**config.mk**
```make
export PLATFORM = sky130hd
export DESIGN_NAME = rcap_top
export DESIGN_NICKNAME = d
export VERILOG_FILES = /design/src/design/rcap_pkg.sv /design/src/design/rcap_sync.sv /design/src/design/rcap_top.sv
export SDC_FILE = /design/constraint.sdc
export NUM_CORES = 2
export LEC_CHECK = 0
export ABC_AREA = 1
export BUFFER_PORTS_ARGS = -buffer_cell sky130_fd_sc_hd__buf_4
export CELL_PAD_IN_SITES_DETAIL_PLACEMENT = 1
export CELL_PAD_IN_SITES_GLOBAL_PLACEMENT = 1
export CORE_MARGIN = 2
export CORE_UTILIZATION = 51
export DETAILED_ROUTE_END_ITERATION = 16
export MAX_ROUTING_LAYER = met4
export PLACE_DENSITY_LB_ADDON = 0.2
export SETUP_SLACK_MARGIN = 0.3
export SLEW_MARGIN = 40
export SYNTH_ARGS = -nofsm -noshare
export SYNTH_HDL_FRONTEND = slang
export SYNTH_HIERARCHICAL = 1
export SYNTH_SLANG_ARGS = --single-unit
```
**constraint.sdc**
```tcl
create_clock -name ref_clk_i -period 3.2 [get_ports ref_clk_i]
set_input_delay 0.16 -clock ref_clk_i [delete_from_list [all_inputs] [get_ports ref_clk_i]]
set_output_delay 0.16 -clock ref_clk_i [all_outputs]
set_load 0.02 [all_outputs]
```
**src/design/rcap_pkg.sv**
```systemverilog
// Constants and types shared by the reset sequencer and attribute access port.
//
// What this block does
// - Fundamental reset input is asynchronous, active low, asserted in platform fundamental reset.
// - While fundamental reset is low, core hard reset is asserted; the attribute store and port keep running.
// - After fundamental reset release the device starts link training, then runs normally.
// - In-band hot reset bypasses fundamental reset and raises the in-band reset flag.
// - User-side reset output is released synchronously to the user-side clock.
// - User-side reset asserts on fundamental reset, wrapper PLL or transceiver PLL unlock.
// - User-side reset stays asserted until all causes clear, then link retrains.
// - Attribute port is synchronous: address, separate data buses, enable, write enable, ready.
// - Ready marks a completed write or valid read data.
// - Attribute reads are served whatever the fundamental reset state.
// - Attribute port has a 9-bit address and 16-bit read and write data.

package rcap_pkg;

    // ==========================================================
    // Clock and reference clock figures
    // ==========================================================
    localparam int CLK_PERIOD_NS = 25;
    localparam int REFCLK_MHZ_100 = 100;
    localparam int REFCLK_MHZ_125 = 125;
    localparam int REFCLK_MHZ_250 = 250;

    // ==========================================================
    // Attribute port geometry
    // ==========================================================
    localparam int ATTR_ADDR_W = 9;
    localparam int ATTR_DATA_W = 16;
    localparam int ATTR_WORDS = 81;
    localparam logic [8:0] ATTR_LAST_ADDR = 9'h050;
    localparam logic [15:0] ATTR_RESET_VAL = 16'h0000;
    localparam logic [15:0] ATTR_UNMAPPED_VAL = 16'h0000;

    // Cycles from taking an access to its completion edge
    localparam logic [1:0] CFG_ACCESS_CYCLES = 2'h2;

    // ==========================================================
    // Transceiver count and synchroniser reset values
    // ==========================================================
    localparam int XCVR_LANES = 8;
    localparam logic SYNC_RST_VAL = 1'b0;
    localparam logic [XCVR_LANES+1:0] LVL_SYNC_RST_VAL = {(XCVR_LANES+2){1'b0}};

    // ==========================================================
    // Link sequencing states
    // ==========================================================
    typedef enum logic [1:0] {
        LS_RESET  = 2'b00,
        LS_TRAIN  = 2'b01,
        LS_ACTIVE = 2'b10,
        LS_HOT    = 2'b11
    } rcap_link_state_t;

    // ==========================================================
    // Attribute port carriers
    // ==========================================================
    typedef struct packed {
        logic cfgport_enable;
        logic cfgport_write_enable;
        logic [ATTR_ADDR_W-1:0] cfgport_address;
        logic [ATTR_DATA_W-1:0] cfgport_write_data;
    } rcap_cfg_req_t;

    typedef struct packed {
        logic cfgport_ready;
        logic [ATTR_DATA_W-1:0] cfgport_read_data;
    } rcap_cfg_rsp_t;

    // ==========================================================
    // Whole state of the top module
    // ==========================================================
    typedef struct packed {
        logic [ATTR_WORDS-1:0][ATTR_DATA_W-1:0] attr;
        rcap_link_state_t lstate;
        logic user_rst_n;
        logic hot_flag;
        logic train_pulse;
        logic busy;
        logic [1:0] cnt;
        logic pend_we;
        logic [ATTR_ADDR_W-1:0] pend_addr;
        logic [ATTR_DATA_W-1:0] pend_wdata;
        logic ready;
        logic [ATTR_DATA_W-1:0] rdata;
    } rcap_state_t;

endpackage

```
**src/design/rcap_sync.sv**
```systemverilog
// Two-flop synchroniser with asynchronous clear to a constant.
`timescale 1ns/1ps

module rcap_sync #(
    parameter int WIDTH = 1,
    parameter logic [WIDTH-1:0] RST_VAL = '0
) (
    // Clock and clear
    input wire logic clk_i,
    input wire logic arst_b_i,
    // Data
    input wire logic [WIDTH-1:0] d_i,
    output logic [WIDTH-1:0] q_o
);

    // ==========================================================
    // Synchroniser stages
    // ==========================================================
    logic [WIDTH-1:0] meta_q;

    // First stage feeds only the second stage
    always_ff @(posedge clk_i or negedge arst_b_i)
    begin
        if (!arst_b_i)
        begin
            meta_q <= RST_VAL;
            q_o <= RST_VAL;
        end
        else
        begin
            meta_q <= d_i;
            q_o <= meta_q;
        end
    end

endmodule

```
**src/design/rcap_top.sv**
```systemverilog
// Reset sequencer, link start control and attribute access port of the endpoint block.
`timescale 1ns/1ps

module rcap_top (
    // Clock and power-on reset
    input wire logic ref_clk_i,
    input wire logic rst_b_i,
    // Fundamental reset pin and lock indications
    input wire logic fund_reset_n_i,
    input wire logic wrapper_pll_lock_i,
    input wire logic [rcap_pkg::XCVR_LANES-1:0] xcvr_pll_lock_i,
    // Link side
    input wire logic hot_reset_rx_i,
    input wire logic link_up_i,
    output logic core_hard_reset_o,
    output logic link_train_start_o,
    output rcap_pkg::rcap_link_state_t link_state_o,
    // User side reset and flags
    output logic user_side_reset_out_n_o,
    output logic inband_link_reset_flag_o,
    // Attribute access port
    input wire rcap_pkg::rcap_cfg_req_t cfg_req_i,
    output rcap_pkg::rcap_cfg_rsp_t cfg_rsp_o
);

    // ==========================================================
    // Decoding helpers
    // ==========================================================

    // Address lies inside the populated attribute window
    function automatic logic attr_mapped(input logic [rcap_pkg::ATTR_ADDR_W-1:0] addr);
        attr_mapped = (addr <= rcap_pkg::ATTR_LAST_ADDR);
    endfunction

    // Read word at an address, fixed value for holes
    function automatic logic [rcap_pkg::ATTR_DATA_W-1:0] attr_read(
        input logic [rcap_pkg::ATTR_WORDS-1:0][rcap_pkg::ATTR_DATA_W-1:0] mem,
        input logic [rcap_pkg::ATTR_ADDR_W-1:0] addr);
        if (attr_mapped(addr))
            attr_read = mem[addr];
        else
            attr_read = rcap_pkg::ATTR_UNMAPPED_VAL;
    endfunction

    // ==========================================================
    // Input synchronisers
    // ==========================================================
    logic fund_arst_b;
    logic fund_ok;
    logic [rcap_pkg::XCVR_LANES+1:0] lvl_raw;
    logic [rcap_pkg::XCVR_LANES+1:0] lvl_s;
    logic wrap_lock_s;
    logic [rcap_pkg::XCVR_LANES-1:0] xcvr_lock_s;
    logic hot_s;

    // Pin clears at once, release is seen two edges later
    assign fund_arst_b = rst_b_i & fund_reset_n_i;

    rcap_sync #(
        .WIDTH(1),
        .RST_VAL(rcap_pkg::SYNC_RST_VAL)
    ) u_fund_sync (
        .clk_i(ref_clk_i),
        .arst_b_i(fund_arst_b),
        .d_i(1'b1),
        .q_o(fund_ok)
    );

    // Lock and hot reset levels come from other clock domains
    assign lvl_raw = {hot_reset_rx_i, wrapper_pll_lock_i, xcvr_pll_lock_i};

    rcap_sync #(
        .WIDTH(rcap_pkg::XCVR_LANES + 2),
        .RST_VAL(rcap_pkg::LVL_SYNC_RST_VAL)
    ) u_lvl_sync (
        .clk_i(ref_clk_i),
        .arst_b_i(rst_b_i),
        .d_i(lvl_raw),
        .q_o(lvl_s)
    );

    assign hot_s = lvl_s[rcap_pkg::XCVR_LANES+1];
    assign wrap_lock_s = lvl_s[rcap_pkg::XCVR_LANES];
    assign xcvr_lock_s = lvl_s[rcap_pkg::XCVR_LANES-1:0];

    // ==========================================================
    // State registers
    // ==========================================================
    rcap_pkg::rcap_state_t q;
    rcap_pkg::rcap_state_t d;
    logic cause_any;
    logic acc_take;
    logic acc_done;

    // Any reason to hold the user side in reset
    assign cause_any = !fund_ok || !wrap_lock_s || !(&xcvr_lock_s);

    // New access only when idle; enable while busy is dropped
    assign acc_take = cfg_req_i.cfgport_enable && !q.busy;
    assign acc_done = q.busy && (q.cnt == 2'h0);

    // Next-state logic for the whole block
    always_comb
    begin
        d = q;
        d.train_pulse = 1'b0;
        d.ready = 1'b0;

        // User reset: assert on any cause, release only when all clear
        d.user_rst_n = !cause_any;

        // Link sequencing
        case (q.lstate)
            rcap_pkg::LS_RESET:
            begin
                if (!cause_any)
                begin
                    d.lstate = rcap_pkg::LS_TRAIN;
                    d.train_pulse = 1'b1;
                end
            end
            rcap_pkg::LS_TRAIN:
            begin
                if (hot_s)
                    d.lstate = rcap_pkg::LS_HOT;
                else if (link_up_i)
                    d.lstate = rcap_pkg::LS_ACTIVE;
            end
            rcap_pkg::LS_ACTIVE:
            begin
                if (hot_s)
                    d.lstate = rcap_pkg::LS_HOT;
                else if (!link_up_i)
                begin
                    d.lstate = rcap_pkg::LS_TRAIN;
                    d.train_pulse = 1'b1;
                end
            end
            rcap_pkg::LS_HOT:
            begin
                // Retrain once the in-band reset has gone away
                if (!hot_s)
                begin
                    d.lstate = rcap_pkg::LS_TRAIN;
                    d.train_pulse = 1'b1;
                end
            end
            default:
            begin
                d.lstate = rcap_pkg::LS_RESET;
            end
        endcase

        // Any cause overrides sequencing: hold training off
        if (cause_any)
        begin
            d.lstate = rcap_pkg::LS_RESET;
            d.train_pulse = 1'b0;
        end

        // In-band reset flag follows the hot reset, gated off while the pin holds reset
        d.hot_flag = hot_s && fund_ok;

        // Attribute port: accept, count down, complete
        if (acc_take)
        begin
            d.busy = 1'b1;
            d.cnt = rcap_pkg::CFG_ACCESS_CYCLES - 2'h1;
            d.pend_we = cfg_req_i.cfgport_write_enable;
            d.pend_addr = cfg_req_i.cfgport_address;
            d.pend_wdata = cfg_req_i.cfgport_write_data;
        end
        else if (acc_done)
        begin
            d.busy = 1'b0;
            d.ready = 1'b1;
            if (q.pend_we)
            begin
                // Writes land only under fundamental reset; others are dropped
                if (!fund_ok && attr_mapped(q.pend_addr))
                    d.attr[q.pend_addr] = q.pend_wdata;
            end
            else
            begin
                d.rdata = attr_read(q.attr, q.pend_addr);
            end
        end
        else if (q.busy)
        begin
            d.cnt = q.cnt - 2'h1;
        end
    end

    // Single register for all state; the attribute store survives fund reset
    always_ff @(posedge ref_clk_i or negedge rst_b_i)
    begin
        if (!rst_b_i)
        begin
            q.attr <= {rcap_pkg::ATTR_WORDS{rcap_pkg::ATTR_RESET_VAL}};
            q.lstate <= rcap_pkg::LS_RESET;
            q.user_rst_n <= 1'b0;
            q.hot_flag <= 1'b0;
            q.train_pulse <= 1'b0;
            q.busy <= 1'b0;
            q.cnt <= 2'h0;
            q.pend_we <= 1'b0;
            q.pend_addr <= 9'h000;
            q.pend_wdata <= 16'h0000;
            q.ready <= 1'b0;
            q.rdata <= 16'h0000;
        end
        else
        begin
            q <= d;
        end
    end

    // ==========================================================
    // Outputs
    // ==========================================================

    // Assertion is immediate through fund_ok, release waits for a clock edge
    assign user_side_reset_out_n_o = q.user_rst_n & fund_ok;
    assign core_hard_reset_o = !fund_ok;
    assign link_train_start_o = q.train_pulse;
    assign link_state_o = q.lstate;
    assign inband_link_reset_flag_o = q.hot_flag;
    assign cfg_rsp_o.cfgport_ready = q.ready;
    assign cfg_rsp_o.cfgport_read_data = q.rdata;

    // Word the request on the port would read, kept as a signal for the read check
    logic [rcap_pkg::ATTR_DATA_W-1:0] rd_word;
    assign rd_word = attr_read(q.attr, cfg_req_i.cfgport_address);
endmodule

```
==> results.json <==
{
  "r2r_end": "q[1136]$_DFFE_PN0P_",
  "insertion_delay_ps": 790,
  "yosysTopAreaCell": "dfrtp_1",
  "core_mm2": 0.124,
  "peakVddDrop_mv": 1.16,
  "p_clk_frac": 0.341,
  "clk_path_buf_depth": 3,
  "cts_buffers": 149,
  "required_ps": 3800,
  "initial_utilization": 0.514,
  "grt_max_degree": 128,
  "p_comb_frac": 0.329,
  "seq_area_frac_synth": 0.539,
  "die_height_um": 357,
  "cellPowerDensity_mw_per_mm2": 755,
  "switchingPower_mw": 21.4,
  "postRouteAntennaNets": 0,
  "yosysUniqueCellTypes": 34,
  "final_hold_viol_count": 0,
  "syn_area_mm2": 0.0635,
  "setup_tns_ps": 0,
  "final_util": 0.581,
  "period_share": 0.922,
  "max_cap_viol_count": 0,
  "period_minus_slack_ps": 2950,
  "relSlewSlack": 0.450,
  "synth_fp_nets": 8396,
  "synth_seq_cells": 1369,
  "synth_ff_type": "dfrtp_1",
  "crit_type": "reg2reg",
  "grt_pass1_wl_mm": 354,
  "wl_mm": 227,
  "first_pass_iters": 5,
  "critPathMaxFanout": 32,
  "seqPwrFrac": 0.330,
  "clk_pin_slew_ps": 60,
  "nets": 8251,
  "vias_per_cell": 5.77,
  "die_w_um": 357,
  "antenna_found_initial": 4,
  "worstSetupEndpointType": "flop",
  "synthTopCellsByArea": "dfrtp_1 (54%), nand2_1 (21%), o21ai_0 (10%)",
  "reg2reg_slack_ps": 250,
  "r2r-start": "q[35]$_DFFE_PN0P_",
  "holdWs_ps": 26.1,
  "place_congestion": 0.910,
  "row_count": 129,
  "die-area_mm2": 0.127,
  "yosys_warnings": 6,
  "status": "finished, final reports clean",
  "grt_overflow_total": 0,
  "clock-sinks": 1369,
  "synthCells": 8351,
  "cp_data_arrival_time_ps": 3550,
  "pin_count": 64,
  "fmax_ghz": 0.339,
  "drive_gt1_frac": 0.0862,
  "route.detailed.wl_per_inst_um": 22.8,
  "cts_tree": "done",
  "postCtsSetupBuffers": 0,
  "start_kind": "flop",
  "area_growth_pct": 13.0,
  "grt_usage": 0.372,
  "hp-class": "in2async",
  "ff2ff_path_depth": 9,
  "power_switching_share": 0.395,
  "avgSynthCellArea_um2": 7.61,
  "worst_slew_pin_slew_ps": 825,
  "rsz0062_at_grt": "yes",
  "p_int_mw": 32.8,
  "synth_top_area_share": 0.539,
  "synthArstFlopShare": 1.00,
  "root_buffer": "clkbuf_16",
  "htreeDepth": 4,
  "drc": 0,
  "vias": 57508,
  "clock_skew_ps": 26.5,
  "synth_edf_count": 0,
  "finalSetupViolCount": 0,
  "leakagePower_nw": 35.3,
  "first_iter_violations": 5602,
  "port_buffers": 63,
  "dp_hpwl_mm": 137,
  "drv_slew": 0,
  "grt_pass1_vias": 59503
}
[layout make-up]
| class | instances | area (µm²) |
|---|---|---|
| antenna | 4 | 10.0 |
| clock buffer | 225 | 4520 |
| clock inverter | 42 | 689 |
| fill | 15162 | 51800 |
| inverter | 306 | 1200 |
| multi-input combinational | 6022 | 25500 |
| sequential | 1369 | 34300 |
| tap | 1637 | 2050 |
| timing repair buffer | 358 | 3580 |
[state kept, by name, indices dropped and copies added, names as in the netlist]
| register | count |
|---|---|
| cfg_rsp_o | 17 |
| inband_link_reset_flag_o | 1 |
| link_state_o | 2 |
| link_train_start_o | 1 |
| q | 1326 |
| u_fund_sync/meta_q | 1 |
| u_fund_sync/q_o | 1 |
| u_lvl_sync/meta_q | 10 |
| u_lvl_sync/q_o | 10 |
[Yosys cell counts, types with 3 or more instances]
| master | instances |
|---|---|
| nand2_1 | 3514 |
| buf_1 | 36 |
| nor3_1 | 63 |
| ha_1 | 4 |
| inv_1 | 283 |
| a21boi_0 | 5 |
| o211ai_1 | 21 |
| buf_2 | 95 |
| buf_4 | 23 |
| dfrtp_1 | 1369 |
| clkinv_1 | 17 |
| nand3_1 | 186 |
| nand4_2 | 8 |
| o21ai_0 | 1295 |
| inv_2 | 6 |
| or2_2 | 117 |
| a21oi_1 | 83 |
| nor2_2 | 3 |
| o21ai_1 | 180 |
| mux2_2 | 3 |
| clkbuf_1 | 498 |
| nor2_1 | 526 |
[worst max-delay path by stage]
stage          slack (ps)  cells past startpoint             endpoint              start
6_report              250                      9  q[1136]$_DFFE_PN0P_  q[35]$_DFFE_PN0P_
5_1_grt               230                      9  q[1136]$_DFFE_PN0P_  q[35]$_DFFE_PN0P_
4_1_cts               330                      9  q[1043]$_DFFE_PN0P_  q[34]$_DFFE_PN0P_
3_5_place_dp          390                     12  q[1091]$_DFFE_PN0P_  q[40]$_DFFE_PN0P_
3_3_place_gp          400                      9  q[1131]$_DFFE_PN0P_  q[35]$_DFFE_PN0P_
2_1_floorplan        1180                     14   q[334]$_DFFE_PN0P_  q[34]$_DFFE_PN0P_
[power groups by stage]
stage	logic (mW)	clock network (mW)	registers, mW
after floorplan	9.24	0	18.0
after detailed placement	17.3	0	18.2
final	17.8	18.5	17.9
after global routing	18.8	19.4	17.9
after CTS	17.5	18.7	17.9
after global placement	17.0	0	18.2
[metal layers]
layer | global-route usage | share of wire | vias to the layer above
li1 | - | - | 25988
met3 | 0.0489 | 0.057 | 457
met5 | - | 0 | -
met2 | 0.588 | 0.47 | 1720
met4 | 0.149 | 0.042 | 0
met1 | 0.488 | 0.43 | 29343
[cells by family (layout without fill, tap and decap cells)]
logic type      after synthesis  after routing  synth area share
compound gates             1587           1587             0.126
fa+ha+maj                     4              4          0.000788
buf+inv                     960            931            0.0602
flops                      1369           1369             0.539
mux                           3              3          0.000532
other cells                   1              5         0.0000590
simple gates               4427           4427             0.273
[layout by cell type (no fill, tap or decap), types with 38 or more instances in the layout]
cell type      instances
dfrtp_1             1366
o21ai_0             1295
nor2_1               524
inv_1                280
buf_12                59
or2_2                117
dlygate4sd3_1         50
clkbuf_16            155
buf_4                246
nor3_1                62
a21oi_1               83
nand2_1             3509
o21ai_1              180
clkbuf_8              38
nand3_1              186
[worst max-delay path: stages, from the launching register on]
cell and delay (ps):
dfrtp_4 560, inv_2 120, nand2_2 350, nor2_2 410
inv_1 100, nor2_1 510, nand4_2 160, buf_4 260
nand2_1 120, o21ai_0 140
[timing repair]
item	CTS	global route
hold buffers	50	0
resized for setup	0	7
hold endpoints to repair	922	0
endpoints found under the setup margin	0	730
[through the flow]
| step | cell area (µm²) | std cells | setup WS [ps] | power, mW |
|---|---|---|---|---|
| floorplan | 63500 | 8351 | 1180 | 27.3 |
| global placement | 66100 | 9642 | 404 | 35.2 |
| detailed placement | 66100 | 9642 | 395 | 35.5 |
| CTS | 71800 | 9959 | 328 | 54.0 |
| global route | 71800 | 9960 | 227 | 56.1 |
| finish | 71800 | 9963 | 249 | 54.2 |
Note: power is estimated with default switching activity, not from simulation.
